==> src/core/stc_pkg.sv <==
package stc_pkg;

	// ------------------------------------------------------------------
	// Bus geometry
	// ------------------------------------------------------------------
	localparam int ADDR_W = 8;
	localparam int DATA_W = 8;
	localparam int CNT_W  = 16;

	// ------------------------------------------------------------------
	// Register offsets
	// ------------------------------------------------------------------
	localparam logic [ADDR_W-1:0] OFF_FLAG_REG   = 8'h0c;
	localparam logic [ADDR_W-1:0] OFF_COUNT_LOW  = 8'h0e;
	localparam logic [ADDR_W-1:0] OFF_COUNT_HIGH = 8'h0f;
	localparam logic [ADDR_W-1:0] OFF_CONTROL    = 8'h10;
	localparam logic [ADDR_W-1:0] OFF_ENABLE_REG = 8'h8c;

	// ------------------------------------------------------------------
	// Control register fields
	// ------------------------------------------------------------------
	localparam int CTL_W           = 6;
	localparam int BIT_COUNTER_ON  = 0;
	localparam int BIT_CLK_SRC_SEL = 1;
	localparam int BIT_SYNC_DIS_N  = 2;
	localparam int BIT_OSC_ENABLE  = 3;
	localparam int BIT_PRESCALE_LO = 4;
	localparam int BIT_PRESCALE_HI = 5;
	localparam int PRESCALE_W      = 2;

	// Overflow flag and its enable sit in bit 0 of their registers
	localparam int BIT_OVF = 0;

	// ------------------------------------------------------------------
	// Reset values and count constants
	// ------------------------------------------------------------------
	localparam logic [CTL_W-1:0]  CTL_RST   = 6'h00;
	localparam logic [CNT_W-1:0]  CNT_RST   = 16'h0000;
	localparam logic [DATA_W-1:0] RD_IDLE   = 8'h00;
	localparam logic [CNT_W-1:0]  CNT_MAX   = 16'hffff;
	localparam logic [CNT_W-1:0]  CNT_ONE   = 16'h0001;

	// ------------------------------------------------------------------
	// Instruction clock: system oscillator divided by four
	// ------------------------------------------------------------------
	localparam int              QDIV_W    = 2;
	localparam logic [QDIV_W-1:0] QDIV_LAST = 2'h3;
	localparam logic [QDIV_W-1:0] QDIV_ONE  = 2'h1;
	localparam logic [QDIV_W-1:0] QDIV_RST  = 2'h0;

	// Prescaler ripple stages: divide by 1, 2, 4 or 8
	localparam int PRESCALE_STAGES = 3;

endpackage

==> src/core/stc_prescaler.sv <==
`timescale 1ns/1ps

// Ripple divider kept in the system clock domain: each stage advances
// when the stage below it falls, exactly as a chain of toggle flops would.
module stc_prescaler
	import stc_pkg::*;
#(
	parameter int STAGES = PRESCALE_STAGES,
	parameter int SEL_W  = PRESCALE_W
) (
	input  wire logic             clk_sys,
	input  wire logic             rst_n,
	input  wire logic             clear,
	input  wire logic             in_pulse,
	input  wire logic [SEL_W-1:0] div_sel,
	output logic                  out_pulse
);

	logic [STAGES-1:0] stage_r;
	logic [STAGES:0]   carry;
	logic [STAGES:0]   rise;

	assign carry[0] = in_pulse;
	assign rise[0]  = in_pulse;

	// ------------------------------------------------------------------
	// Ripple chain
	// ------------------------------------------------------------------
	genvar gi;
	generate
		for (gi = 0; gi < STAGES; gi++) begin : g_stage
			assign carry[gi+1] = carry[gi] & stage_r[gi];
			assign rise[gi+1]  = carry[gi] & ~stage_r[gi];
			always_ff @(posedge clk_sys or negedge rst_n) begin
				if (!rst_n) begin
					stage_r[gi] <= 1'b0;
				end else if (clear) begin
					stage_r[gi] <= 1'b0;
				end else if (carry[gi]) begin
					stage_r[gi] <= ~stage_r[gi];
				end
			end
		end
	endgenerate

	// ------------------------------------------------------------------
	// Tap select
	// ------------------------------------------------------------------
	// divide by 1, 2, 4, 8
	always_ff @(posedge clk_sys or negedge rst_n) begin
		if (!rst_n) begin
			out_pulse <= 1'b0;
		end else begin
			out_pulse <= rise[div_sel] & ~clear;
		end
	end

endmodule

==> src/core/stc_timer.sv <==
`timescale 1ns/1ps

module stc_timer
	import stc_pkg::*;
(
	input  wire logic              clk_sys,
	input  wire logic              arst_n,
	input  wire logic              soft_rst_n,
	input  wire logic              sleep_mode,
	input  wire logic              osc_input_pin,
	input  wire logic              ext_clock_pin,
	input  wire logic [ADDR_W-1:0] reg_addr,
	input  wire logic [DATA_W-1:0] reg_wdata,
	input  wire logic              reg_wr,
	input  wire logic              reg_rd,
	output logic      [DATA_W-1:0] reg_rdata,
	output logic                   overflow_flag,
	output logic                   overflow_irq_enable,
	output logic                   osc_enable
);

	// ------------------------------------------------------------------
	// Reset release
	// ------------------------------------------------------------------
	logic rst_ff1_r;
	logic rst_ff2_r;
	logic rst_n;

	always_ff @(posedge clk_sys or negedge arst_n) begin
		if (!arst_n) begin
			rst_ff1_r <= 1'b0;
			rst_ff2_r <= 1'b0;
		end else begin
			rst_ff1_r <= 1'b1;
			rst_ff2_r <= rst_ff1_r;
		end
	end

	assign rst_n = rst_ff2_r;

	// ------------------------------------------------------------------
	// Declarations
	// ------------------------------------------------------------------
	logic [CTL_W-1:0]      ctrl_r;
	logic [CNT_W-1:0]      count_r;
	logic [QDIV_W-1:0]     qdiv_r;
	logic                  qtick_r;
	logic                  pin_prev_r;
	logic                  armed_r;
	logic                  sync_a_r;
	logic                  sync_b_r;
	logic                  counter_on;
	logic                  clk_src_sel;
	logic                  sync_dis_n;
	logic                  osc_en_bit;
	logic [PRESCALE_W-1:0] prescale_sel;
	logic                  wr_ctrl;
	logic                  wr_low;
	logic                  wr_high;
	logic                  wr_flag;
	logic                  wr_enable;
	logic                  osc_en_change;
	logic                  pin_lvl;
	logic                  pin_rise;
	logic                  pin_fall;
	logic                  pre_in;
	logic                  pre_out;
	logic                  pre_clear;
	logic                  sync_mode;
	logic                  inc;
	logic                  rollover;

	assign counter_on   = ctrl_r[BIT_COUNTER_ON];
	assign clk_src_sel  = ctrl_r[BIT_CLK_SRC_SEL];
	assign sync_dis_n   = ctrl_r[BIT_SYNC_DIS_N];
	assign osc_en_bit   = ctrl_r[BIT_OSC_ENABLE];
	assign prescale_sel = ctrl_r[BIT_PRESCALE_HI:BIT_PRESCALE_LO];

	// ------------------------------------------------------------------
	// Address decode
	// ------------------------------------------------------------------
	assign wr_ctrl   = reg_wr && (reg_addr == OFF_CONTROL);
	assign wr_low    = reg_wr && (reg_addr == OFF_COUNT_LOW);
	assign wr_high   = reg_wr && (reg_addr == OFF_COUNT_HIGH);
	assign wr_flag   = reg_wr && (reg_addr == OFF_FLAG_REG);
	assign wr_enable = reg_wr && (reg_addr == OFF_ENABLE_REG);

	assign osc_en_change = wr_ctrl && (reg_wdata[BIT_OSC_ENABLE] != osc_en_bit);

	// ------------------------------------------------------------------
	// Control register
	// ------------------------------------------------------------------
	// Only the power-on path clears it; soft_rst_n leaves it alone.
	// control layout
	always_ff @(posedge clk_sys or negedge rst_n) begin
		if (!rst_n) begin
			ctrl_r <= CTL_RST;
		end else if (wr_ctrl) begin
			ctrl_r <= reg_wdata[CTL_W-1:0];
		end
	end

	// Oscillator driver follows the enable bit
	always_ff @(posedge clk_sys or negedge rst_n) begin
		if (!rst_n) begin
			osc_enable <= 1'b0;
		end else begin
			osc_enable <= osc_en_bit;
		end
	end

	// ------------------------------------------------------------------
	// Instruction clock
	// ------------------------------------------------------------------
	// The system oscillator stops in sleep, so the divide-by-four halts too.
	// oscillator over four
	always_ff @(posedge clk_sys or negedge rst_n) begin
		if (!rst_n) begin
			qdiv_r  <= QDIV_RST;
			qtick_r <= 1'b0;
		end else if (sleep_mode) begin
			qtick_r <= 1'b0;
		end else begin
			qdiv_r  <= qdiv_r + QDIV_ONE;
			qtick_r <= (qdiv_r == QDIV_LAST);
		end
	end

	// ------------------------------------------------------------------
	// External input and arming
	// ------------------------------------------------------------------
	// pin choice by osc_en_bit
	assign pin_lvl  = osc_en_bit ? osc_input_pin : ext_clock_pin;
	assign pin_rise = pin_lvl & ~pin_prev_r;
	assign pin_fall = ~pin_lvl & pin_prev_r;

	always_ff @(posedge clk_sys or negedge rst_n) begin
		if (!rst_n) begin
			pin_prev_r <= 1'b0;
		end else begin
			pin_prev_r <= pin_lvl;
		end
	end

	// Switching pins can fake an edge, so the source change disarms too.
	// wait for falling edge
	always_ff @(posedge clk_sys or negedge rst_n) begin
		if (!rst_n) begin
			armed_r <= 1'b0;
		end else if (!(counter_on && clk_src_sel) || osc_en_change) begin
			armed_r <= 1'b0;
		end else if (pin_fall) begin
			armed_r <= 1'b1;
		end
	end

	// ------------------------------------------------------------------
	// Prescaler
	// ------------------------------------------------------------------
	// count only while on
	assign pre_in = counter_on && (clk_src_sel ? (armed_r && pin_rise) : qtick_r);

	// A new configuration or count value restarts the division cleanly
	assign pre_clear = wr_ctrl || wr_low || wr_high;

	stc_prescaler #(
		.STAGES (PRESCALE_STAGES),
		.SEL_W  (PRESCALE_W)
	) u_prescaler (
		.clk_sys   (clk_sys),
		.rst_n     (rst_n),
		.clear     (pre_clear),
		.in_pulse  (pre_in),
		.div_sel   (prescale_sel),
		.out_pulse (pre_out)
	);

	// ------------------------------------------------------------------
	// Synchroniser after the prescaler
	// ------------------------------------------------------------------
	// sync bit only in counter mode
	assign sync_mode = clk_src_sel && !sync_dis_n;

	// Two stages of latency; shut off in sleep, which drops its pulses.
	// sync after prescaler
	always_ff @(posedge clk_sys or negedge rst_n) begin
		if (!rst_n) begin
			sync_a_r <= 1'b0;
			sync_b_r <= 1'b0;
		end else if (sleep_mode) begin
			sync_a_r <= 1'b0;
			sync_b_r <= 1'b0;
		end else begin
			sync_a_r <= pre_out;
			sync_b_r <= sync_a_r;
		end
	end

	// Pulses still in the prescaler or synchroniser when the counter is
	// switched off are dropped, so the count never moves while stopped.
	// no count in synced sleep
	assign inc = counter_on && (sync_mode ? (sync_b_r && !sleep_mode) : pre_out);

	// ------------------------------------------------------------------
	// Count
	// ------------------------------------------------------------------
	// A byte write wins over an increment in the same cycle.
	// byte access to count
	always_ff @(posedge clk_sys or negedge rst_n) begin
		if (!rst_n) begin
			count_r <= CNT_RST;
		end else if (wr_low) begin
			count_r[DATA_W-1:0] <= reg_wdata;
		end else if (wr_high) begin
			count_r[CNT_W-1:DATA_W] <= reg_wdata;
		end else if (inc) begin
			count_r <= count_r + CNT_ONE;
		end
	end

	assign rollover = inc && !wr_low && !wr_high && (count_r == CNT_MAX);

	// ------------------------------------------------------------------
	// Flag and enable
	// ------------------------------------------------------------------
	// Rollover beats a clearing write or soft reset landing in the same cycle.
	// flag bit 0
	always_ff @(posedge clk_sys or negedge rst_n) begin
		if (!rst_n) begin
			overflow_flag <= 1'b0;
		end else if (rollover) begin
			overflow_flag <= 1'b1;
		end else if (!soft_rst_n) begin
			overflow_flag <= 1'b0;
		end else if (wr_flag) begin
			overflow_flag <= reg_wdata[BIT_OVF];
		end
	end

	always_ff @(posedge clk_sys or negedge rst_n) begin
		if (!rst_n) begin
			overflow_irq_enable <= 1'b0;
		end else if (!soft_rst_n) begin
			overflow_irq_enable <= 1'b0;
		end else if (wr_enable) begin
			overflow_irq_enable <= reg_wdata[BIT_OVF];
		end
	end

	// ------------------------------------------------------------------
	// Read port
	// ------------------------------------------------------------------
	// Data stand only in the cycle after the strobe; zero otherwise.
	always_ff @(posedge clk_sys or negedge rst_n) begin
		if (!rst_n) begin
			reg_rdata <= RD_IDLE;
		end else if (reg_rd) begin
			unique case (reg_addr)
				OFF_COUNT_LOW: begin
					reg_rdata <= count_r[DATA_W-1:0];
				end
				OFF_COUNT_HIGH: begin
					reg_rdata <= count_r[CNT_W-1:DATA_W];
				end
				OFF_CONTROL: begin
					reg_rdata <= {{(DATA_W-CTL_W){1'b0}}, ctrl_r};
				end
				OFF_FLAG_REG: begin
					reg_rdata <= {{(DATA_W-1){1'b0}}, overflow_flag};
				end
				OFF_ENABLE_REG: begin
					reg_rdata <= {{(DATA_W-1){1'b0}}, overflow_irq_enable};
				end
				default: begin
					reg_rdata <= RD_IDLE;
				end
			endcase
		end else begin
			reg_rdata <= RD_IDLE;
		end
	end

endmodule
==> config.mk <==
export PLATFORM = sky130hd
export DESIGN_NAME = stc_timer
export DESIGN_NICKNAME = d
export VERILOG_FILES = /design/src/core/stc_pkg.sv /design/src/core/stc_prescaler.sv /design/src/core/stc_timer.sv
export SDC_FILE = /design/constraint.sdc
export NUM_CORES = 1
export LEC_CHECK = 0
export BUFFER_PORTS_ARGS = -buffer_cell sky130_fd_sc_hd__buf_2
export CORE_MARGIN = 1
export CORE_UTILIZATION = 51
export DETAILED_ROUTE_END_ITERATION = 8
export PLACE_DENSITY = 0.75
export SLEW_MARGIN = 20
export SYNTH_ARGS = -nofsm -noshare
export SYNTH_HDL_FRONTEND = slang
export SYNTH_SLANG_ARGS = --single-unit
==> constraint.sdc <==
create_clock -name clk_sys -period 1.45 [get_ports clk_sys]
set_clock_uncertainty 0.1 [all_clocks]
set_input_delay 0.29 -clock clk_sys [delete_from_list [all_inputs] [get_ports clk_sys]]
set_output_delay 0.29 -clock clk_sys [all_outputs]
set_load 0.01 [all_outputs]
; After elaboration in Yosys (flattened, before gate mapping)
; Cells that the tools add are included.
[totals]
ff_bits = 46
out_inout_bits = 11
[classes]
add_sub_neg = 2
magnitude_cmp = 1
eq_ne = 11
muxes = 27
n_bitwise = 15
reduce_logical = 31
[op_table]
columns = operator, count
row1 = $pmux 8 s5, 1
row2 = $mux 8, 4
row3 = $eq 8x4->1 const B, 3
row4 = $mux 1, 20
row5 = $add 16x1->16 const B, 1
row6 = $eq 16x16->1 const B, 1
row7 = $mux 16, 1
row8 = $logic_and 1x1->1, 15
row9 = $reduce_bool 2->1, 6
row10 = $and 1x1->1, 8
row11 = $eq 8x5->1 const B, 1
row12 = $eq 8x8->1 const B, 1
row13 = $not 1->1, 7
row14 = $logic_not 1->1, 5
row15 = $reduce_and 2->1, 2
row16 = $logic_or 1x1->1, 3
row17 = $lt 2x3->1 const B, 1
row18 = $ne 3x1->1 const B, 1
row19 = $add 2x1->2 const B, 1
row20 = $bmux 1 s2, 1
row21 = $eq 2x2->1 const B, 1
row22 = $ne 2x1->1 const B, 1
row23 = $ne 2x2->1 const B, 1
row24 = $ne 1x1->1, 1

; Depth between registers and ports, before layout
; Gate-level depths: netlist (run 1).
[logic_depth]
depth_word = 11
depth_mapped = 7

; Cells and area by module
; A second synthesis (run 1) with hierarchy kept.
[hier_totals]
hier_cells = 239
area_unflattened_um2 = 2452.4
[modules_own_cells]
columns = module, instances, cells_per_inst, area_per_inst_um2, seq_area_each_um2
row1 = stc_timer, 1, 220, 2262.2, 1051.0
row2 = stc_prescaler, 1, 19, 190.2, 100.1

; Worst setup path before layout (run 1)
; Ideal clock, no wire load.
[synth_timing]
kind = input to register
from = in reg_addr[5]
to = reg count_r[2]
setup_time_ns = 0.120
arrival_time_ns = 1.767
setup_slack_ns = -0.538
path_stages = 6
path_buffers = 1
cell_sequence = or4b_4 > or2_4 > and3b_1 > clkbuf_2 > a211o_1 > o211a_1
[synth_between]
elab_chain_len = 4
word_cells_on_any_way = 8
cone_classes = eq/ne: 3 / mux: 1 / reduce/logical: 4
[synth_rtl]
columns = element, line
row1 = "start, declared", stc_timer.sv:12  ; input wire logic [ADDR_W-1:0] reg_addr,
row2 = $eq 8x4->1 (on tied branches), "stc_timer.sv:83, stc_timer.sv:84"
row3 = $logic_and 1x1->1 (on tied branches), "stc_timer.sv:83, stc_timer.sv:84"
row4 = $ne 2x2->1 (no source line) or $reduce_bool 2->1 (tied branches), --
row5 = $reduce_and 2->1 (no source line), --
row6 = "end signal, assigned by index", stc_timer.sv:213  ; count_r[DATA_W-1:0] <= reg_wdata;
row7 = "end signal, assigned by index", stc_timer.sv:215  ; count_r[CNT_W-1:DATA_W] <= reg_wdata;
row8 = "end signal, assigned", stc_timer.sv:217  ; count_r <= count_r + CNT_ONE;
row9 = "end, declared", stc_timer.sv:45  ; logic [CNT_W-1:0] count_r;
; Several ways; a longest one is shown, not always the timed one.
; A chain may end at the register's enable or synchronous reset.

; Final worst setup path (run 1)
[layout_timing]
from = in reg_addr[5]
to = reg count_r[8]
[layout_between]
elab_chain_len = 4
word_cells_on_any_way = 8
cone_classes = eq/ne: 2 / mux: 1 / bitwise: 1 / reduce/logical: 4
[layout_rtl]
columns = element, line
row1 = $eq 8x4->1 (on tied branches), "stc_timer.sv:84, stc_timer.sv:83"
row2 = $logic_and 1x1->1 (on tied branches), "stc_timer.sv:84, stc_timer.sv:83"
row3 = $reduce_bool 2->1 (no source line) or $not 1->1 (tied branches), --
row4 = $reduce_and 2->1 (no source line), --
; Several ways; a longest one is shown, not always the timed one.

==> results.toml, run 1 <==
[logic_synthesis]
ys.flop_type = "dfrtp_1"
yosysWarnings = 0
seq_area_frac_synth_pct = 48.9
syn_area_per_cell_um2 = 10.2
synth_edf_count = 0
postSynth.asyncResetShare_pct = 100
netlist_area_mm2 = 0.00236
postSynthNetCount = 257
ys_types = 44
ys_ff_latch = 46
netlist_instances = 231

[final_layout]
syn_to_final_growth_pct = 47.6
final_nets = 353
mostFrequentLayoutCells = "buf_4, dfrtp_1, buf_2, nand2_1"
fin_util_pct = 79.3
final_cell_area_mm2 = 0.00348
layout-drive-gt1-share_pct = 47.0
antenna_cells = 0
layout_commonest_cell = "buf_4"

[setup_path]
regToRegEndpoint = "count_r[7]"
crit_required_ns = 1.54
rrSetupSlack_ns = -0.35
crit_buf_inv = 1
start_kind = "input pin"
worstSetupPathType = "in -> reg"
crit_cells = 6
critPathSlowestCell = "or4b_4"
max_stage_delay_ns = 0.59
cp-end-kind = "register"
crit_family = "simple AND/OR/NAND/NOR gates"
path_max_fanout = 6
path_cells = "buf_6 > or4b_4 > or2_4 > and3b_2 > a211oi_2 > nor3_2"
reg2reg_depth = 6
worstPathArrival_ns = 1.91
reg2reg_from = "ctrl_r[2]"

[outcome]
status = "finished with violations"
violations = "negative setup slack"

[flow_run]
drv_cap = 0

[pwr]
power_density_mw_per_mm2 = 780
p_leak_nw = 1.65
power_mw = 2.71
ir_drop_mv = 0.609

[detailed_routing]
viasPerCell = 6.01
drcViolationCount = 0
first_iter_violations = 188
wl_um = 7290
vias = 2283
wl_per_cell_um = 19.2
drtAntennaViolNets = 0
drt-pass1-iter-count = 4

[timing]
fmax_mhz = 550
finalSetupViolCount = 23
grt_setup_unrepaired = "true"
finalHoldViolCount = 0
hold_ws_ns = 0.106
setup_tns_ns = -5.45
worst_slack_ns = -0.368
period_minus_slack_ns = 1.82
maxSlewViolCount = 0
fin_crit_sh_pct = 125

[min_path]
hp-class = "in -> reg"
hp-start = "soft_rst_n"
holdPathStages = 3
hold_end = "overflow_flag"

[placement]
place.gp.congestion = 0.832
placed_area_mm2 = 0.00300
port_buffers = 34
hpwl_um = 4300

[cts]
cts_tree = "yes"
root_buffer = "clkbuf_8"
clk_pin_slew_ns = 0.10
clock-sinks = 46
clk-insertion-delay-late_ns = 0.31
cts.htree.levels = 2
cts_max_path_buffers = 2
cts_made_buffers = 5

[floorplanning]
rows = 24
die_area_mm2 = 0.00490
start_util_pct = 53.7
core-area_mm2 = 0.00438
ios = 35
die_x_um = 70.0
fp.dieH_um = 70.0

[global_route]
antenna_found_initial = 0
grt_max_degree = 45
grt_pass1_vias = 2225
global_route.overflow_total = 0
grt_pass1_wl_um = 10900
track_usage_pct = 28.8
## state kept, by name (all words and copies together), names as in the netlist, 2 cells and up
name and cells:
count_r 16, ctrl_r 6, qdiv_r 2, reg_rdata 8, u_prescaler.stage_r 3
## power by group
| part | leakage, nW | switching, mW | internal, mW |
|---|---|---|---|
| combinational | 0.985 | 0.215 | 0.234 |
| sequential | 0.620 | 0.0755 | 1.37 |
| clock | 0.0408 | 0.469 | 0.345 |
| total | 1.65 | 0.760 | 1.95 |
## tightest hold or removal path, stage by stage
cell and delay [ns]:
buf_2 0.08, nand2_1 0.04, o31ai_1 0.06
## per-stage QoR
stage,setup slack [ns],instances
floorplan,-0.493,231
global placement,-0.581,363
detailed placement,-0.600,363
CTS,-0.268,376
global route,-0.427,380
finish,-0.368,380
## repair_timing
item | in CTS | in global routing
endpoints found under the hold margin | 2 | 0
buffers inserted | 2 | 4
pin swaps | 19 | 13
resized for setup | 46 | 25
gates cloned | 2 | 0
hold buffers | 1 | 0
setup endpoints to repair | 24 | 32
## cell usage after synthesis, types with 2 or more instances
library cell / n / share of area [%]
ha_1: 2 / 1.1
xor2_1: 3 / 1.1
a21oi_1: 7 / 1.5
o31ai_1: 2 / 0.64
nor2b_1: 5 / 1.3
a22oi_1: 6 / 1.9
and3b_1: 2 / 0.74
and4_1: 2 / 0.74
dfrtp_1: 46 / 49
nand2_1: 21 / 3.3
nand4b_1: 3 / 1.1
clkbuf_1: 4 / 0.64
nor4b_1: 6 / 2.2
nor4_1: 5 / 1.3
nand3_1: 7 / 1.5
o21ai_0: 15 / 3.2
inv_1: 4 / 0.64
mux2i_1: 6 / 2.5
mux2_2: 13 / 6.2
nand4_1: 8 / 2.1
buf_2: 3 / 0.64
nor3_1: 9 / 1.9
nor2_1: 16 / 2.5
nand3b_1: 2 / 0.64
and2_1: 2 / 0.53
xnor2_1: 14 / 5.2
## kinds of logic (layout without fill, tap and decap cells)
group / after synthesis / after routing / share of synthesized area [%]
fa+ha+maj: 2 / 2 / 1.06
flops: 46 / 46 / 48.9
simple gates: 97 / 97 / 23.2
compound gates: 36 / 36 / 9.35
buf+inv: 13 / 110 / 2.28
xor+xnor: 17 / 17 / 6.32
other cells: 1 / 1 / 0.159
mux: 19 / 19 / 8.76
## layout make-up
type / count / area, um^2
flip-flops and latches: 46 / 1150
clock inverters: 3 / 23.8
fillers: 242 / 907
multi-input cells: 172 / 1430
repair buffers: 98 / 721
clock buffers: 5 / 68.8
well taps: 52 / 65.1
inverters: 4 / 15.0
## per-layer routing
metal,global-route usage [%],share of wire [%],vias to the layer above
met4,10.9,3.3,0
met3,5.19,5.4,23
met5,0,0,-
met2,46.9,50,95
li1,-,-,1032
met1,38.5,41,1133
## worst max-delay path by stage
stage | endpoint | startpoint
3_3_place_gp | count_r[2] | reg_addr[6]
5_1_grt | count_r[7] | ctrl_r[2]
2_1_floorplan | count_r[2] | reg_addr[6]
4_1_cts | count_r[7] | ctrl_r[2]
6_report | count_r[8] | reg_addr[5]
3_5_place_dp | count_r[2] | reg_addr[6]
(Power assumes the default switching activity.)
==> run 2, diff against run 1 <==
CORE_MARGIN = 4   (was 1)
GPL_TIMING_DRIVEN = 0   (was default)
==> run 2 against run 1 <==
  * The flow still finishes with violations (negative setup slack)
  * Critical path type is now reg -> reg
  * Global-route usage is 4.8 points lower
  * First-iteration DRC count is 26% lower
  * Setup slack worse by 0.0019 ns
  * Critical endpoint is now count_r[2]
==> results.toml, run 2 (synthesis results as in run 1) <==
[pwr]
power_density_mw_per_mm2 = 859
clkPwrFrac_pct = 34.8
power.switching_mw = 0.743
p_sw_share_pct = 26.3
p_seq_share_pct = 52.7
ir_drop_mv = 0.621
power_mw = 2.82
p_comb_share_pct = 12.5
p_int_mw = 2.08
p_leak_nw = 1.50

[global_route]
global_route.overflow_total = 0
grt_pass1_vias = 2206
antenna_found_initial = 0
track_usage_pct = 24.1
grt_pass1_wl_um = 11200
grt_max_degree = 45

[detailed_routing]
wl_um = 6900
vias = 2176
drtAntennaViolNets = 0
viasPerCell = 6.20
wl_per_cell_um = 19.7
drcViolationCount = 0
drt-pass1-iter-count = 5
first_iter_violations = 140

[cts]
root_buffer = "clkbuf_8"
cts_made_buffers = 5
cts.htree.levels = 2
clk-insertion-delay-late_ns = 0.31
clk_pin_slew_ns = 0.09
cts_max_path_buffers = 2
cts_tree = "yes"
clock-sinks = 46

[timing]
finalHoldViolCount = 0
worst_slack_ns = -0.370
grt_setup_unrepaired = "true"
finalSetupViolCount = 24
period_minus_slack_ns = 1.82
fmax_mhz = 549
hold_ws_ns = 0.0968
tightest_slew_ns = 0.960
fin_crit_sh_pct = 126
relSlewSlack_pct = 36.0
maxSlewViolCount = 0

[final_layout]
n_fill_cell = 280
mostFrequentLayoutCells = "dfrtp_1, buf_2, buf_4, nand2_1, xnor2_1"
layout-drive-gt1-share_pct = 43.5
top_regs = "count_r x16, reg_rdata x8, ctrl_r x6"
syn_to_final_growth_pct = 39.4
antenna_cells = 0
layout_commonest_cell = "dfrtp_1"
largest_reg_flops = 16
final_cell_area_mm2 = 0.00328
largest_register = "count_r"
fin_util_pct = 74.4
final_nets = 324

[setup_path]
regToRegEndpoint = "count_r[2]"
reg2reg_depth = 5
cp-end-kind = "register"
reg2reg_from = "ctrl_r[1]"
worstSetupPathType = "reg -> reg"
start_kind = "register"
crit_required_ns = 1.55
endpoint = "count_r[2]"
worstPathArrival_ns = 1.92
rrSetupSlack_ns = -0.37
path_max_fanout = 4
startpoint = "ctrl_r[1]"

[floorplanning]
die_area_mm2 = 0.00577
die_x_um = 76.0
rows = 24
start_util_pct = 53.4
fp.dieH_um = 76.0
ios = 35
core-area_mm2 = 0.00441

[outcome]
violations = "negative setup slack"
status = "finished with violations"

[min_path]
hp-class = "in -> reg"

[placement]
hpwl_um = 3860
port_buffers = 34
place.gp.congestion = 0.851
placed_area_mm2 = 0.00262

[flow_run]
drv_cap = 0
-- run 2: cell count changes in the layout (fill, tap and decap cells not counted), sizes merged --
cell / change
buf: -31
clkbuf: +2
clkinvlp: -2
bufinv: +1
clkinv: +1
-- run 2: how the worst min path moves through the flow --
stage,cells past startpoint,endpoint,slack (ns),start
after detailed placement,1,rst_ff1_r,-0.02,arst_n
after floorplan,0,rst_ff1_r,-0.11,arst_n
after CTS,3,count_r[15],0.1,reg_wdata[7]
after global placement,1,rst_ff1_r,-0.02,arst_n
after global routing,3,count_r[15],0.12,reg_wdata[7]
final,3,count_r[7],0.1,reg_wdata[7]
-- run 2: worst max-delay path: stages, from the launching register on --
cell,delay (ns)
dfrtp_2,0.43
nor4bb_2,0.18
a21oi_2,0.27
and3b_2,0.29
a211o_1,0.32
o211a_1,0.12
-- run 2: layout make-up --
cell class                 count  area [um^2]  share of cell area, %
sequential                    46         1160                   35.2
buffer                         6         51.3                   1.56
clock inverter                 3         43.8                   1.33
clock buffer                   5         68.8                   2.10
tap                           52         65.1                   1.98
multi-input combinational    172         1430                   43.6
timing repair buffer          63          453                   13.8
inverter                       4         15.0                  0.457
-- run 2: routing by layer --
metal	wire length, um	GRT usage [%]	vias to the layer above	part of all wire (%)
li1	-	-	971	-
met1	2730	30.9	1075	40
met2	3390	38.4	109	49
met3	574	6.52	21	8.3
met4	199	9.61	0	2.9
met5	0	0	-	0
-- run 2: per-stage QoR --
stage                     worst slack (ns)  cells  setup TNS, ns
after floorplan                     -0.493    231          -8.19
after global placement              -0.801    317         -18.27
after detailed placement            -0.800    317         -18.47
after CTS                           -0.280    345          -4.57
after global routing                -0.425    351          -6.59
final                               -0.370    351          -5.41
-- run 2: timing repair --
item,4_1_cts,5_1_grt
pin swaps,23,11
hold endpoints to repair,2,0
resized for setup,62,13
buffers inserted,21,7
cloned,1,0
endpoints found under the setup margin,31,33
hold buffers,1,0
-- run 2: power groups by stage --
stage | clock network [mW] | registers, mW | logic (mW)
6_report | 0.982 | 1.49 | 0.353
5_1_grt | 1.05 | 1.50 | 0.385
3_3_place_gp | 0 | 1.50 | 0.249
3_5_place_dp | 0 | 1.51 | 0.259
2_1_floorplan | 0 | 1.48 | 0.171
4_1_cts | 0.990 | 1.48 | 0.326
